===== src/inc/ssw_defines.svh =====
// Timing constants and reset values for the supply supervisor watchdog
`ifndef SSW_DEFINES_SVH
`define SSW_DEFINES_SVH

// Clock rate in kHz, so that a time in ms times this gives cycles
`define SSW_CLK_KHZ 40000

// Reset stretch, nominal, in ms
`define SSW_RST_PULSE_MS 200
`define SSW_RST_PULSE_CYC (`SSW_RST_PULSE_MS * `SSW_CLK_KHZ)

// Watchdog timeout, nominal, in ms
`define SSW_WD_TIMEOUT_MS 1600
`define SSW_WD_TIMEOUT_CYC (`SSW_WD_TIMEOUT_MS * `SSW_CLK_KHZ)

// Least extra stretch after a brownout, in ms
`define SSW_BROWNOUT_MS 100
`define SSW_BROWNOUT_CYC (`SSW_BROWNOUT_MS * `SSW_CLK_KHZ)

// Synchroniser width and bit positions
`define SSW_SYNC_W 5
`define SSW_BIT_SUPPLY 0
`define SSW_BIT_MR 1
`define SSW_BIT_STROBE 2
`define SSW_BIT_TRI 3
`define SSW_BIT_PF 4

// Output and state values under reset
`define SSW_RST_N_RST 1'b0
`define SSW_WDO_N_RST 1'b1
`define SSW_PFO_N_RST 1'b1
`define SSW_SYNC_RST 5'h00

`endif


===== src/inc/ssw_pkg.sv =====
// Types shared by the supply supervisor watchdog
`default_nettype none

package ssw_pkg;

   typedef enum logic [1:0] {
      SSW_HOLD = 2'b00,
      SSW_STRETCH = 2'b01,
      SSW_RUN = 2'b10
   } ssw_rst_state_type;

endpackage : ssw_pkg

`default_nettype wire


===== src/ssw_sync.sv =====
// Two flip-flop synchroniser, one lane per bit
`default_nettype none

module ssw_sync #(
   parameter int unsigned WIDTH = 1,
   parameter logic [WIDTH-1:0] RST_VAL = '0
) (
   input wire logic clk_i,
   input wire logic srst_i,
   input wire logic [WIDTH-1:0] async_i,
   output logic [WIDTH-1:0] sync_o
);

   logic [WIDTH-1:0] meta_ff;
   logic [WIDTH-1:0] sync_ff;

   genvar gi;
   generate
      for (gi = 0; gi < WIDTH; gi++) begin : g_lane
         always_ff @(posedge clk_i) begin
            if (srst_i) begin
               meta_ff[gi] <= RST_VAL[gi];
               sync_ff[gi] <= RST_VAL[gi];
            end else begin
               meta_ff[gi] <= async_i[gi];
               sync_ff[gi] <= meta_ff[gi];
            end
         end
      end
   endgenerate

   assign sync_o = sync_ff;

endmodule : ssw_sync

`default_nettype wire


===== src/ssw_top.sv =====
// Supply supervisor core: stretched reset, watchdog and power-fail outputs
//
// Functional notes
// - Manual reset input low starts a reset pulse on the reset output.
// - Each reset pulse holds reset low for nominal 200 ms, within 100 to 350 ms.
// - Reset stays low for as long as the supply is below threshold.
// - Release waits one pulse time after the last of supply-good or manual-reset-high.
// - Watchdog timeout never drives the reset output directly.
// - Strobe steady for nominal 1.6 s drives the watchdog output low.
// - A three-stated or floating strobe disables the watchdog timeout.
// - Watchdog counter clears on reset, three-stated strobe and every strobe edge.
// - After a timeout the watchdog output stays low until the counter clears.
// - Watchdog output is low while supply is low, with no minimum width.
// - On supply recovery watchdog output rises at once unless a timeout is pending.
// - Power-fail output is low while its comparator reports below 1.2 V.
// - A dip during a running pulse extends it at least 100 ms past the dip.
`default_nettype none
`include "ssw_defines.svh"

module ssw_top #(
   parameter int unsigned RST_PULSE_CYC = `SSW_RST_PULSE_CYC,
   parameter int unsigned WD_TIMEOUT_CYC = `SSW_WD_TIMEOUT_CYC
) (
   input wire logic clk_i,
   input wire logic srst_i,
   input wire logic supply_low_i,
   input wire logic manual_reset_n_i,
   input wire logic watchdog_strobe_in_i,
   input wire logic watchdog_strobe_tristate_i,
   input wire logic power_fail_sense_in_i,
   output logic reset_n_o,
   output logic watchdog_timeout_out_n_o,
   output logic power_fail_out_n_o
);

   localparam int unsigned RST_CW = $clog2(RST_PULSE_CYC + 1);
   localparam int unsigned WD_CW = $clog2(WD_TIMEOUT_CYC + 1);
   localparam logic [RST_CW-1:0] RST_LAST = RST_CW'(RST_PULSE_CYC - 1);
   localparam logic [WD_CW-1:0] WD_LAST = WD_CW'(WD_TIMEOUT_CYC - 1);

   // Synchronised pin levels
   logic [`SSW_SYNC_W-1:0] pins_async;
   logic [`SSW_SYNC_W-1:0] pins_sync;
   logic supply_s;
   logic mr_n_s;
   logic strobe_s;
   logic tri_s;
   logic pf_s;

   assign pins_async[`SSW_BIT_SUPPLY] = supply_low_i;
   assign pins_async[`SSW_BIT_MR] = manual_reset_n_i;
   assign pins_async[`SSW_BIT_STROBE] = watchdog_strobe_in_i;
   assign pins_async[`SSW_BIT_TRI] = watchdog_strobe_tristate_i;
   assign pins_async[`SSW_BIT_PF] = power_fail_sense_in_i;

   ssw_sync #(
      .WIDTH(`SSW_SYNC_W),
      .RST_VAL(`SSW_SYNC_RST)
   ) u_sync (
      .clk_i(clk_i),
      .srst_i(srst_i),
      .async_i(pins_async),
      .sync_o(pins_sync)
   );

   assign supply_s = pins_sync[`SSW_BIT_SUPPLY];
   assign mr_n_s = pins_sync[`SSW_BIT_MR];
   assign strobe_s = pins_sync[`SSW_BIT_STROBE];
   assign tri_s = pins_sync[`SSW_BIT_TRI];
   assign pf_s = pins_sync[`SSW_BIT_PF];

   // Reset stretch state
   ssw_pkg::ssw_rst_state_type state_ff;
   ssw_pkg::ssw_rst_state_type nxt_state;
   logic [RST_CW-1:0] rst_cnt_ff;
   logic [RST_CW-1:0] nxt_rst_cnt;
   logic reset_n_ff;
   logic nxt_reset_n;
   logic hold;

   // Hold comes only from the supply and the manual input
   assign hold = supply_s | ~mr_n_s;

   always_comb begin
      nxt_state = state_ff;
      nxt_rst_cnt = rst_cnt_ff;
      case (state_ff)
         ssw_pkg::SSW_HOLD: begin
            nxt_rst_cnt = '0;
            if (!hold) begin
               nxt_state = ssw_pkg::SSW_STRETCH;
            end
         end
         ssw_pkg::SSW_STRETCH: begin
            if (hold) begin
               // A dip restarts the full stretch
               nxt_state = ssw_pkg::SSW_HOLD;
               nxt_rst_cnt = '0;
            end else if (rst_cnt_ff == RST_LAST) begin
               nxt_state = ssw_pkg::SSW_RUN;
               nxt_rst_cnt = '0;
            end else begin
               nxt_rst_cnt = rst_cnt_ff + RST_CW'(1);
            end
         end
         ssw_pkg::SSW_RUN: begin
            nxt_rst_cnt = '0;
            if (hold) begin
               nxt_state = ssw_pkg::SSW_HOLD;
            end
         end
         default: begin
            nxt_state = ssw_pkg::SSW_HOLD;
            nxt_rst_cnt = '0;
         end
      endcase
      nxt_reset_n = (nxt_state == ssw_pkg::SSW_RUN);
   end

   always_ff @(posedge clk_i) begin
      if (srst_i) begin
         state_ff <= ssw_pkg::SSW_HOLD;
         rst_cnt_ff <= '0;
         reset_n_ff <= `SSW_RST_N_RST;
      end else begin
         state_ff <= nxt_state;
         rst_cnt_ff <= nxt_rst_cnt;
         reset_n_ff <= nxt_reset_n;
      end
   end

   // Watchdog timer
   logic strobe_d_ff;
   logic nxt_strobe_d;
   logic [WD_CW-1:0] wd_cnt_ff;
   logic [WD_CW-1:0] nxt_wd_cnt;
   logic wd_to_ff;
   logic nxt_wd_to;
   logic wdo_n_ff;
   logic nxt_wdo_n;
   logic strobe_edge;
   logic wd_clr;

   assign strobe_edge = strobe_s ^ strobe_d_ff;
   assign wd_clr = ~reset_n_ff | tri_s | strobe_edge;

   always_comb begin
      nxt_strobe_d = strobe_s;
      nxt_wd_cnt = wd_cnt_ff;
      if (wd_clr) begin
         nxt_wd_cnt = '0;
      end else if (wd_cnt_ff != WD_LAST) begin
         nxt_wd_cnt = wd_cnt_ff + WD_CW'(1);
      end
      nxt_wd_to = ~wd_clr & (wd_to_ff | (wd_cnt_ff == WD_LAST));
      nxt_wdo_n = ~(supply_s | nxt_wd_to);
   end

   always_ff @(posedge clk_i) begin
      if (srst_i) begin
         strobe_d_ff <= 1'b0;
         wd_cnt_ff <= '0;
         wd_to_ff <= 1'b0;
         wdo_n_ff <= `SSW_WDO_N_RST;
      end else begin
         strobe_d_ff <= nxt_strobe_d;
         wd_cnt_ff <= nxt_wd_cnt;
         wd_to_ff <= nxt_wd_to;
         wdo_n_ff <= nxt_wdo_n;
      end
   end

   // Power-fail output
   logic pfo_n_ff;
   logic nxt_pfo_n;

   always_comb begin
      nxt_pfo_n = ~pf_s;
   end

   always_ff @(posedge clk_i) begin
      if (srst_i) begin
         pfo_n_ff <= `SSW_PFO_N_RST;
      end else begin
         pfo_n_ff <= nxt_pfo_n;
      end
   end

   assign reset_n_o = reset_n_ff;
   assign watchdog_timeout_out_n_o = wdo_n_ff;
   assign power_fail_out_n_o = pfo_n_ff;

   // Checks
   property p_mr_reset;
      @(posedge clk_i) disable iff (srst_i)
      !mr_n_s |=> !reset_n_ff && (rst_cnt_ff == '0);
   endproperty
   a_mr_reset: assert property (p_mr_reset) else $error("Manual reset did not pull reset");

   property p_release_count;
      @(posedge clk_i) disable iff (srst_i)
      $rose(reset_n_ff) |-> $past(rst_cnt_ff) == RST_LAST;
   endproperty
   a_release_count: assert property (p_release_count) else $error("Reset released early");

   property p_supply_hold;
      @(posedge clk_i) disable iff (srst_i)
      supply_s [*2] |-> !reset_n_ff;
   endproperty
   a_supply_hold: assert property (p_supply_hold) else $error("Reset high with supply low");

   property p_release_after_hold;
      @(posedge clk_i) disable iff (srst_i)
      $rose(reset_n_ff) |-> !$past(hold) && (state_ff == ssw_pkg::SSW_RUN);
   endproperty
   a_release_after_hold: assert property (p_release_after_hold) else $error("Bad release");

   property p_no_wd_reset;
      @(posedge clk_i) disable iff (srst_i)
      reset_n_ff && !hold |=> reset_n_ff;
   endproperty
   a_no_wd_reset: assert property (p_no_wd_reset) else $error("Reset fell without cause");

   property p_timeout;
      @(posedge clk_i) disable iff (srst_i)
      (wd_cnt_ff == WD_LAST) && !wd_clr |=> wd_to_ff && !wdo_n_ff;
   endproperty
   a_timeout: assert property (p_timeout) else $error("Watchdog timeout missed");

   property p_tristate;
      @(posedge clk_i) disable iff (srst_i)
      tri_s |=> (wd_cnt_ff == '0) && !wd_to_ff;
   endproperty
   a_tristate: assert property (p_tristate) else $error("Watchdog ran while disabled");

   property p_edge_clear;
      @(posedge clk_i) disable iff (srst_i)
      (strobe_edge || !reset_n_ff) |=> (wd_cnt_ff == '0) && !wd_to_ff;
   endproperty
   a_edge_clear: assert property (p_edge_clear) else $error("Watchdog not cleared");

   property p_timeout_sticky;
      @(posedge clk_i) disable iff (srst_i)
      wd_to_ff && !wd_clr |=> wd_to_ff && !wdo_n_ff;
   endproperty
   a_timeout_sticky: assert property (p_timeout_sticky) else $error("Timeout dropped");

   property p_wdo_lowline;
      @(posedge clk_i) disable iff (srst_i)
      supply_s |=> !wdo_n_ff;
   endproperty
   a_wdo_lowline: assert property (p_wdo_lowline) else $error("Watchdog high on low supply");

   property p_wdo_recover;
      @(posedge clk_i) disable iff (srst_i)
      $fell(supply_s) |-> ##1 (wdo_n_ff == !wd_to_ff);
   endproperty
   a_wdo_recover: assert property (p_wdo_recover) else $error("Watchdog output late");

   property p_pfo;
      @(posedge clk_i) disable iff (srst_i)
      ##1 (pfo_n_ff == !$past(pf_s));
   endproperty
   a_pfo: assert property (p_pfo) else $error("Power-fail output wrong");

   property p_dip_restart;
      @(posedge clk_i) disable iff (srst_i)
      (state_ff == ssw_pkg::SSW_STRETCH) && hold |=> !reset_n_ff && (rst_cnt_ff == '0);
   endproperty
   a_dip_restart: assert property (p_dip_restart) else $error("Dip did not restart");

endmodule : ssw_top

`default_nettype wire


===== config.mk =====
export PLATFORM = sky130hd
export DESIGN_NAME = ssw_top
export DESIGN_NICKNAME = d
export VERILOG_FILES = /design/src/inc/ssw_pkg.sv /design/src/ssw_sync.sv /design/src/ssw_top.sv
export VERILOG_INCLUDE_DIRS = /design/src /design/src/inc
export SDC_FILE = /design/constraint.sdc
export NUM_CORES = 1
export LEC_CHECK = 0
export ABC_AREA = 1
export BUFFER_PORTS_ARGS = -buffer_cell sky130_fd_sc_hd__buf_4
export CORE_MARGIN = 2
export CORE_UTILIZATION = 47
export CTS_CLUSTER_DIAMETER = 50
export CTS_CLUSTER_SIZE = 10
export DETAILED_ROUTE_END_ITERATION = 7
export PLACE_DENSITY = 0.7
export SKIP_CTS_REPAIR_TIMING = 1
export SLEW_MARGIN = 20
export SYNTH_ARGS = -nofsm -noshare
export SYNTH_HDL_FRONTEND = slang
export SYNTH_SLANG_ARGS = --single-unit

===== constraint.sdc =====
create_clock -name clk_i -period 1.8 [get_ports clk_i]
set_clock_uncertainty 0.05 [all_clocks]
set_input_delay 0.27 -clock clk_i [delete_from_list [all_inputs] [get_ports clk_i]]
set_output_delay 0.27 -clock clk_i [all_outputs]
set_load 0.03 [all_outputs]

# After elaboration in Yosys (flattened, before gate mapping)
# Cells that the tools add are included.
# Widths: inputs -> output; s select.
[word_totals] out_inout_bits=3 word_cells=47 input_bits=7 register_bits=66
[op_classes] reduce_logical=3 n_eq_ne=6 add_sub_neg=2 n_bitwise=13 mux=5
[op_table] op="$add 26x1->26 const B" n=1
[op_table] op="$eq 26x26->1 const B" n=1
[op_table] op="$ne 26x26->1 const B" n=1
[op_table] op="$add 23x1->23 const B" n=1
[op_table] op="$eq 23x23->1 const B" n=1
[op_table] op="$mux 2" n=4
[op_table] op="$not 1->1" n=6
[op_table] op="$pmux 2 s3" n=1
[op_table] op="$or 1x1->1" n=5
[op_table] op="$eq 2x2->1 const B" n=2
[op_table] op="$reduce_or 4->1" n=1
[op_table] op="$eq 2x1->1 const B" n=1
[op_table] op="$logic_not 2->1" n=1
[op_table] op="$reduce_or 2->1" n=1
[op_table] op="$and 1x1->1" n=1
[op_table] op="$xor 1x1->1" n=1

# Longest topological paths before layout
[depth] depth_word=7 depth_mapped=9

# Modules after synthesis
# A second synthesis with hierarchy kept.
[unflattened] cells_unflattened=500 area_unflattened_um2=3304.4
[modules_own_cells] mod="ssw_top" seq_area_each_um2=1121.1 cells_each=469 instances=1 area_each_um2=3017.9
[modules_own_cells] mod="ssw_sync" seq_area_each_um2=200.2 cells_each=31 instances=1 area_each_um2=286.5

# Worst setup path before layout
# Ideal clock, no wire load.
[synth_timing] kind="reg2reg" from="register rst_cnt_ff[0]" to="register rst_cnt_ff[14]" path_stages_with_launch=8 synth_period_minus_slack_ps=1455 t_arrival_ps=1290 n_path_buf=1 setup_slack_ps=345 cell_sequence="dfxtp_1 > ha_1 > nand3_1 > nor2_1 > nand3_1 > nand2_1 > buf_4 > nor2_1"
[synth_via] elab_chain_len=2 elab_cells_between_ends=3
[synth_lines] element="start, declared" line="ssw_top.sv:75" source="logic [RST_CW-1:0] rst_cnt_ff;"
[synth_lines] element="start signal, assigned" line="ssw_top.sv:127" source="rst_cnt_ff <= nxt_rst_cnt;"
[synth_lines] element="parallel branches: the longest is 2 deep, another holds $add 23x1->23"
# Several ways; the timed one is not identified.
# A chain may end at the register's enable or synchronous reset.

# Final worst setup path
[layout_timing] from="register wd_cnt_ff[0]" to="register wd_cnt_ff[5]"
[layout_via] elab_chain_len=1 elab_cells_between_ends=2
[layout_lines] element="start, declared" line="ssw_top.sv:135" source="logic [WD_CW-1:0] wd_cnt_ff;"
[layout_lines] element="start signal, assigned" line="ssw_top.sv:167" source="wd_cnt_ff <= nxt_wd_cnt;"
[layout_lines] element="$add 26x1->26 or $ne 26x26->1 (tied branches)" line="ssw_top.sv:153, ssw_top.sv:152"
# Parallel ways exist; a longest one is shown, timed or not.

==> results by group <==
Clocking
  • Clock-pin slew reported for the worst setup and hold paths after clock tree synthesis: 0.09 ns
  • Inserted Clock Buffers: 9
  • Maximum buffer depth of the clock tree: 2
  • Clock Latency Late Sink: around 0.35 ns
  • Maximum level of the CTS H-tree: 3
  • Num Clock Sinks: 66
  • Clk root buf: clkbuf_8
  • TritonCTS clock tree: built

Timing
  • Count of pins over their slew limit: 0
  • Hold Vio Cnt, Final: 0
  • Aggregate negative setup slack: 0 ns
  • Worst Max-Slew Pin Slew: roughly 0.31 ns
  • Tightest slew margin relative to the limit: 79.0%
  • Min Clock Period, post-route: 1.62 ns
  • Period utilization: about nine tenths
  • RSZ-0062 raised after global routing: false
  • Endpoints failing setup: 0
  • Achievable Freq: 618 MHz

Logic synthesis
  • Most used flip-flop cell after synthesis: dfxtp_1
  • Post-synthesis cell type count: 27
  • Fraction of synthesized cell area taken by the top area cell type: roughly 40%
  • Number of enable flip-flop cells after synthesis: 0
  • Sequential-to-total area share from yosys stat: between 40% and 50%
  • Dominant cells by area after synthesis: dfxtp_1 40%, nand2_1 16%, nor2_1 14%
  • Synth warn: 0
  • Proportion of register bits with asynchronous set or reset after synthesis: 0%
  • Cell type contributing the most total cell area after synthesis: dfxtp_1
  • Cells after synthesis: ~500
  • Net Count, Synth: between 500 and 600
  • Mean instance size in the synthesized netlist: 6.56 sq um
  • Combined area of all synthesized cells: between 0.003 and 0.004 sq mm
  • Most frequent cells after synthesis: 142 x nand2_1, 121 x nor2_1, 66 x dfxtp_1
  • Most common cell in the netlist: nand2_1
  • #FFs+latches synth: 66

Route
  • Post-Route WL: between 6000 and 7000 microns
  • Drt wl/cell: roughly 11 microns
  • DRC: 0
  • Count of antenna-violating nets left after detailed routing: 0
  • Vias per std cell: 4.80
  • DRC marker count from the first detailed-route iteration: 134
  • TritonRoute pass-1 iters: 4
  • Via count of the routed design: roughly 3000

Setup path
  • Critical path fanouts, max: 6
  • Critical path data required time: 2.02 ns
  • Capturing element type of the critical path: flop
  • Category of the most critical setup path: flop to flop
  • Critical Path AT: 1.84 ns
  • Startpoint Class: flop

Global route
  • Number of antenna violations at the first check in global routing: 0
  • Combined global-route utilization of all metal layers: roughly a fifth
  • Maximum number of pins on one net before global-route repair: 24
  • Vias in the first global route: about 2800
  • Congestion Overflow GR: 0
  • First-pass GRT wire length: between 10000 and 15000 microns

Floorplan
  • Die area: roughly 0.0077 sq mm
  • Number of cell rows: 30
  • Die boundary height: roughly 90 microns
  • Core box area: slightly below 0.007 sq mm
  • I/O pin count: 10
  • Starting Density: between 40% and 50%
  • DIE WIDTH: 87.8 microns

Cells and area
  • Layout Area Growth over Synthesis: 12.1%
  • Ratio of cells with drive above 1 in the final layout: 9.52%
  • Filler cells: 653
  • Area of the multi-input gates: between 0.0015 and 0.002 sq mm
  • Final design area excluding fillers: 0.00370 sq mm
  • Nets: 529
  • Antenna Diode Count: 0
  • Storage cell area: roughly 0.0013 sq mm
  • Final Core Density: between 50% and 60%

Placed design
  • Final HPWL from detailed placement: 5090 microns
  • Cell area after placement: between 0.003 and 0.004 sq mm
  • Final Wtd Congestion: 0.880
  • Port Buf Inserts: 9

Power
  • Power density normalized to cell area: 762 mW/mm^2
  • Maximum vdd drop: approximately 540 uV
  • Power after layout: approximately 0.0028 W
  • Leakage power total: 1.17 nW

Job
  • Max-cap viol count: 0

Worst hold path
  • Worst hold path class: input port to flop

Run status
  • Run status: complete, no violations
## critical path: stages, from the launching register on
cell and delay, ns:
dfxtp_1 0.37, ha_1 0.30, nand3_2 0.16, inv_2 0.13
nand2_4 0.09, clkinv_4 0.08, nand3_1 0.17, a21oi_1 0.19
## cell usage in the layout, fill, tap and decap left out, types with 2 or more instances in the layout
master | Yosys | layout
nor2_2 | 6 | 6
nand2_1 | 142 | 142
dfxtp_1 | 66 | 66
xor2_1 | 5 | 5
clkinv_4 | 1 | 3
nand3b_1 | 5 | 5
buf_4 | 2 | 10
o21ai_0 | 3 | 3
nand4_1 | 7 | 7
nand2_4 | 2 | 2
nor3_1 | 2 | 2
nand3_1 | 28 | 28
nor2_4 | 3 | 3
xnor2_1 | 13 | 13
a21oi_1 | 27 | 27
inv_2 | 5 | 5
inv_1 | 50 | 50
inv_6 | 0 | 2
nor2_1 | 121 | 121
nand3_2 | 3 | 3
o21bai_1 | 2 | 2
clkbuf_8 | 0 | 9
## report_power, final
group | internal (W) | switching (W) | leakage (nW)
clock network | 0.000663 | 0.000647 | 0.102
registers | 0.00147 | 0.00000354 | 0.534
logic | 0.0000164 | 0.0000165 | 0.531
## area by class of cell
type	instances	area share, %
Inverter	57	5.92
Tap cell	96	3.25
Clock inverter	7	2.27
Clock buffer	9	3.35
Multi-Input combinational cell	375	46.9
Timing Repair Buffer	11	2.57
Sequential cell	66	35.7
## metal layers
metal | global-route usage, % | wire [microns]
met1 | 24.2 | 3120
met2 | 33.4 | 3240
met3 | 3.77 | 211
met4 | 11.3 | 245
met5 | 0 | 0
## cells by family (layout without fill, tap and decap cells)
kind of cell	count (synthesis)	after routing	synth area share [%]
xor gates and xnor gates	18	18	4.78
adders and majority gates	2	2	0.758
buffers and inverters	62	84	7.43
and+or+nand+nor	323	323	42.0
AOI/OAI and AO/OA	32	32	5.01
DFF	66	66	40.0
## final timing paths
path                                        from                 end  slack [ns]  depth (start not counted)
worst min register to register  u_sync.sync_o[4]  power_fail_out_n_o        0.33                          1
worst min-delay path                supply_low_i   u_sync.meta_ff[0]        0.07                          3
worst max-delay path                wd_cnt_ff[0]        wd_cnt_ff[5]        0.18                          7
worst max register to register      wd_cnt_ff[0]        wd_cnt_ff[5]        0.18                          7
## stage by stage
stage / hold slack, ns / cells / setup slack [ns]
2_1_floorplan: 0.291 / 503 / 0.345
5_1_grt: 0.0567 / 621 / 0.0441
3_3_place_gp: 0.311 / 605 / 0.248
4_1_cts: 0.0533 / 621 / 0.160
6_report: 0.0671 / 621 / 0.181
3_5_place_dp: 0.314 / 605 / 0.195
## flip-flops by register name, summed over array words and instances (netlist names), 2 cells and up
name / count
u_sync.sync_o: 5
rst_cnt_ff: 23
state_ff: 2
u_sync.meta_ff: 5
wd_cnt_ff: 26
No activity file was read; power rests on OpenSTA's default activity.
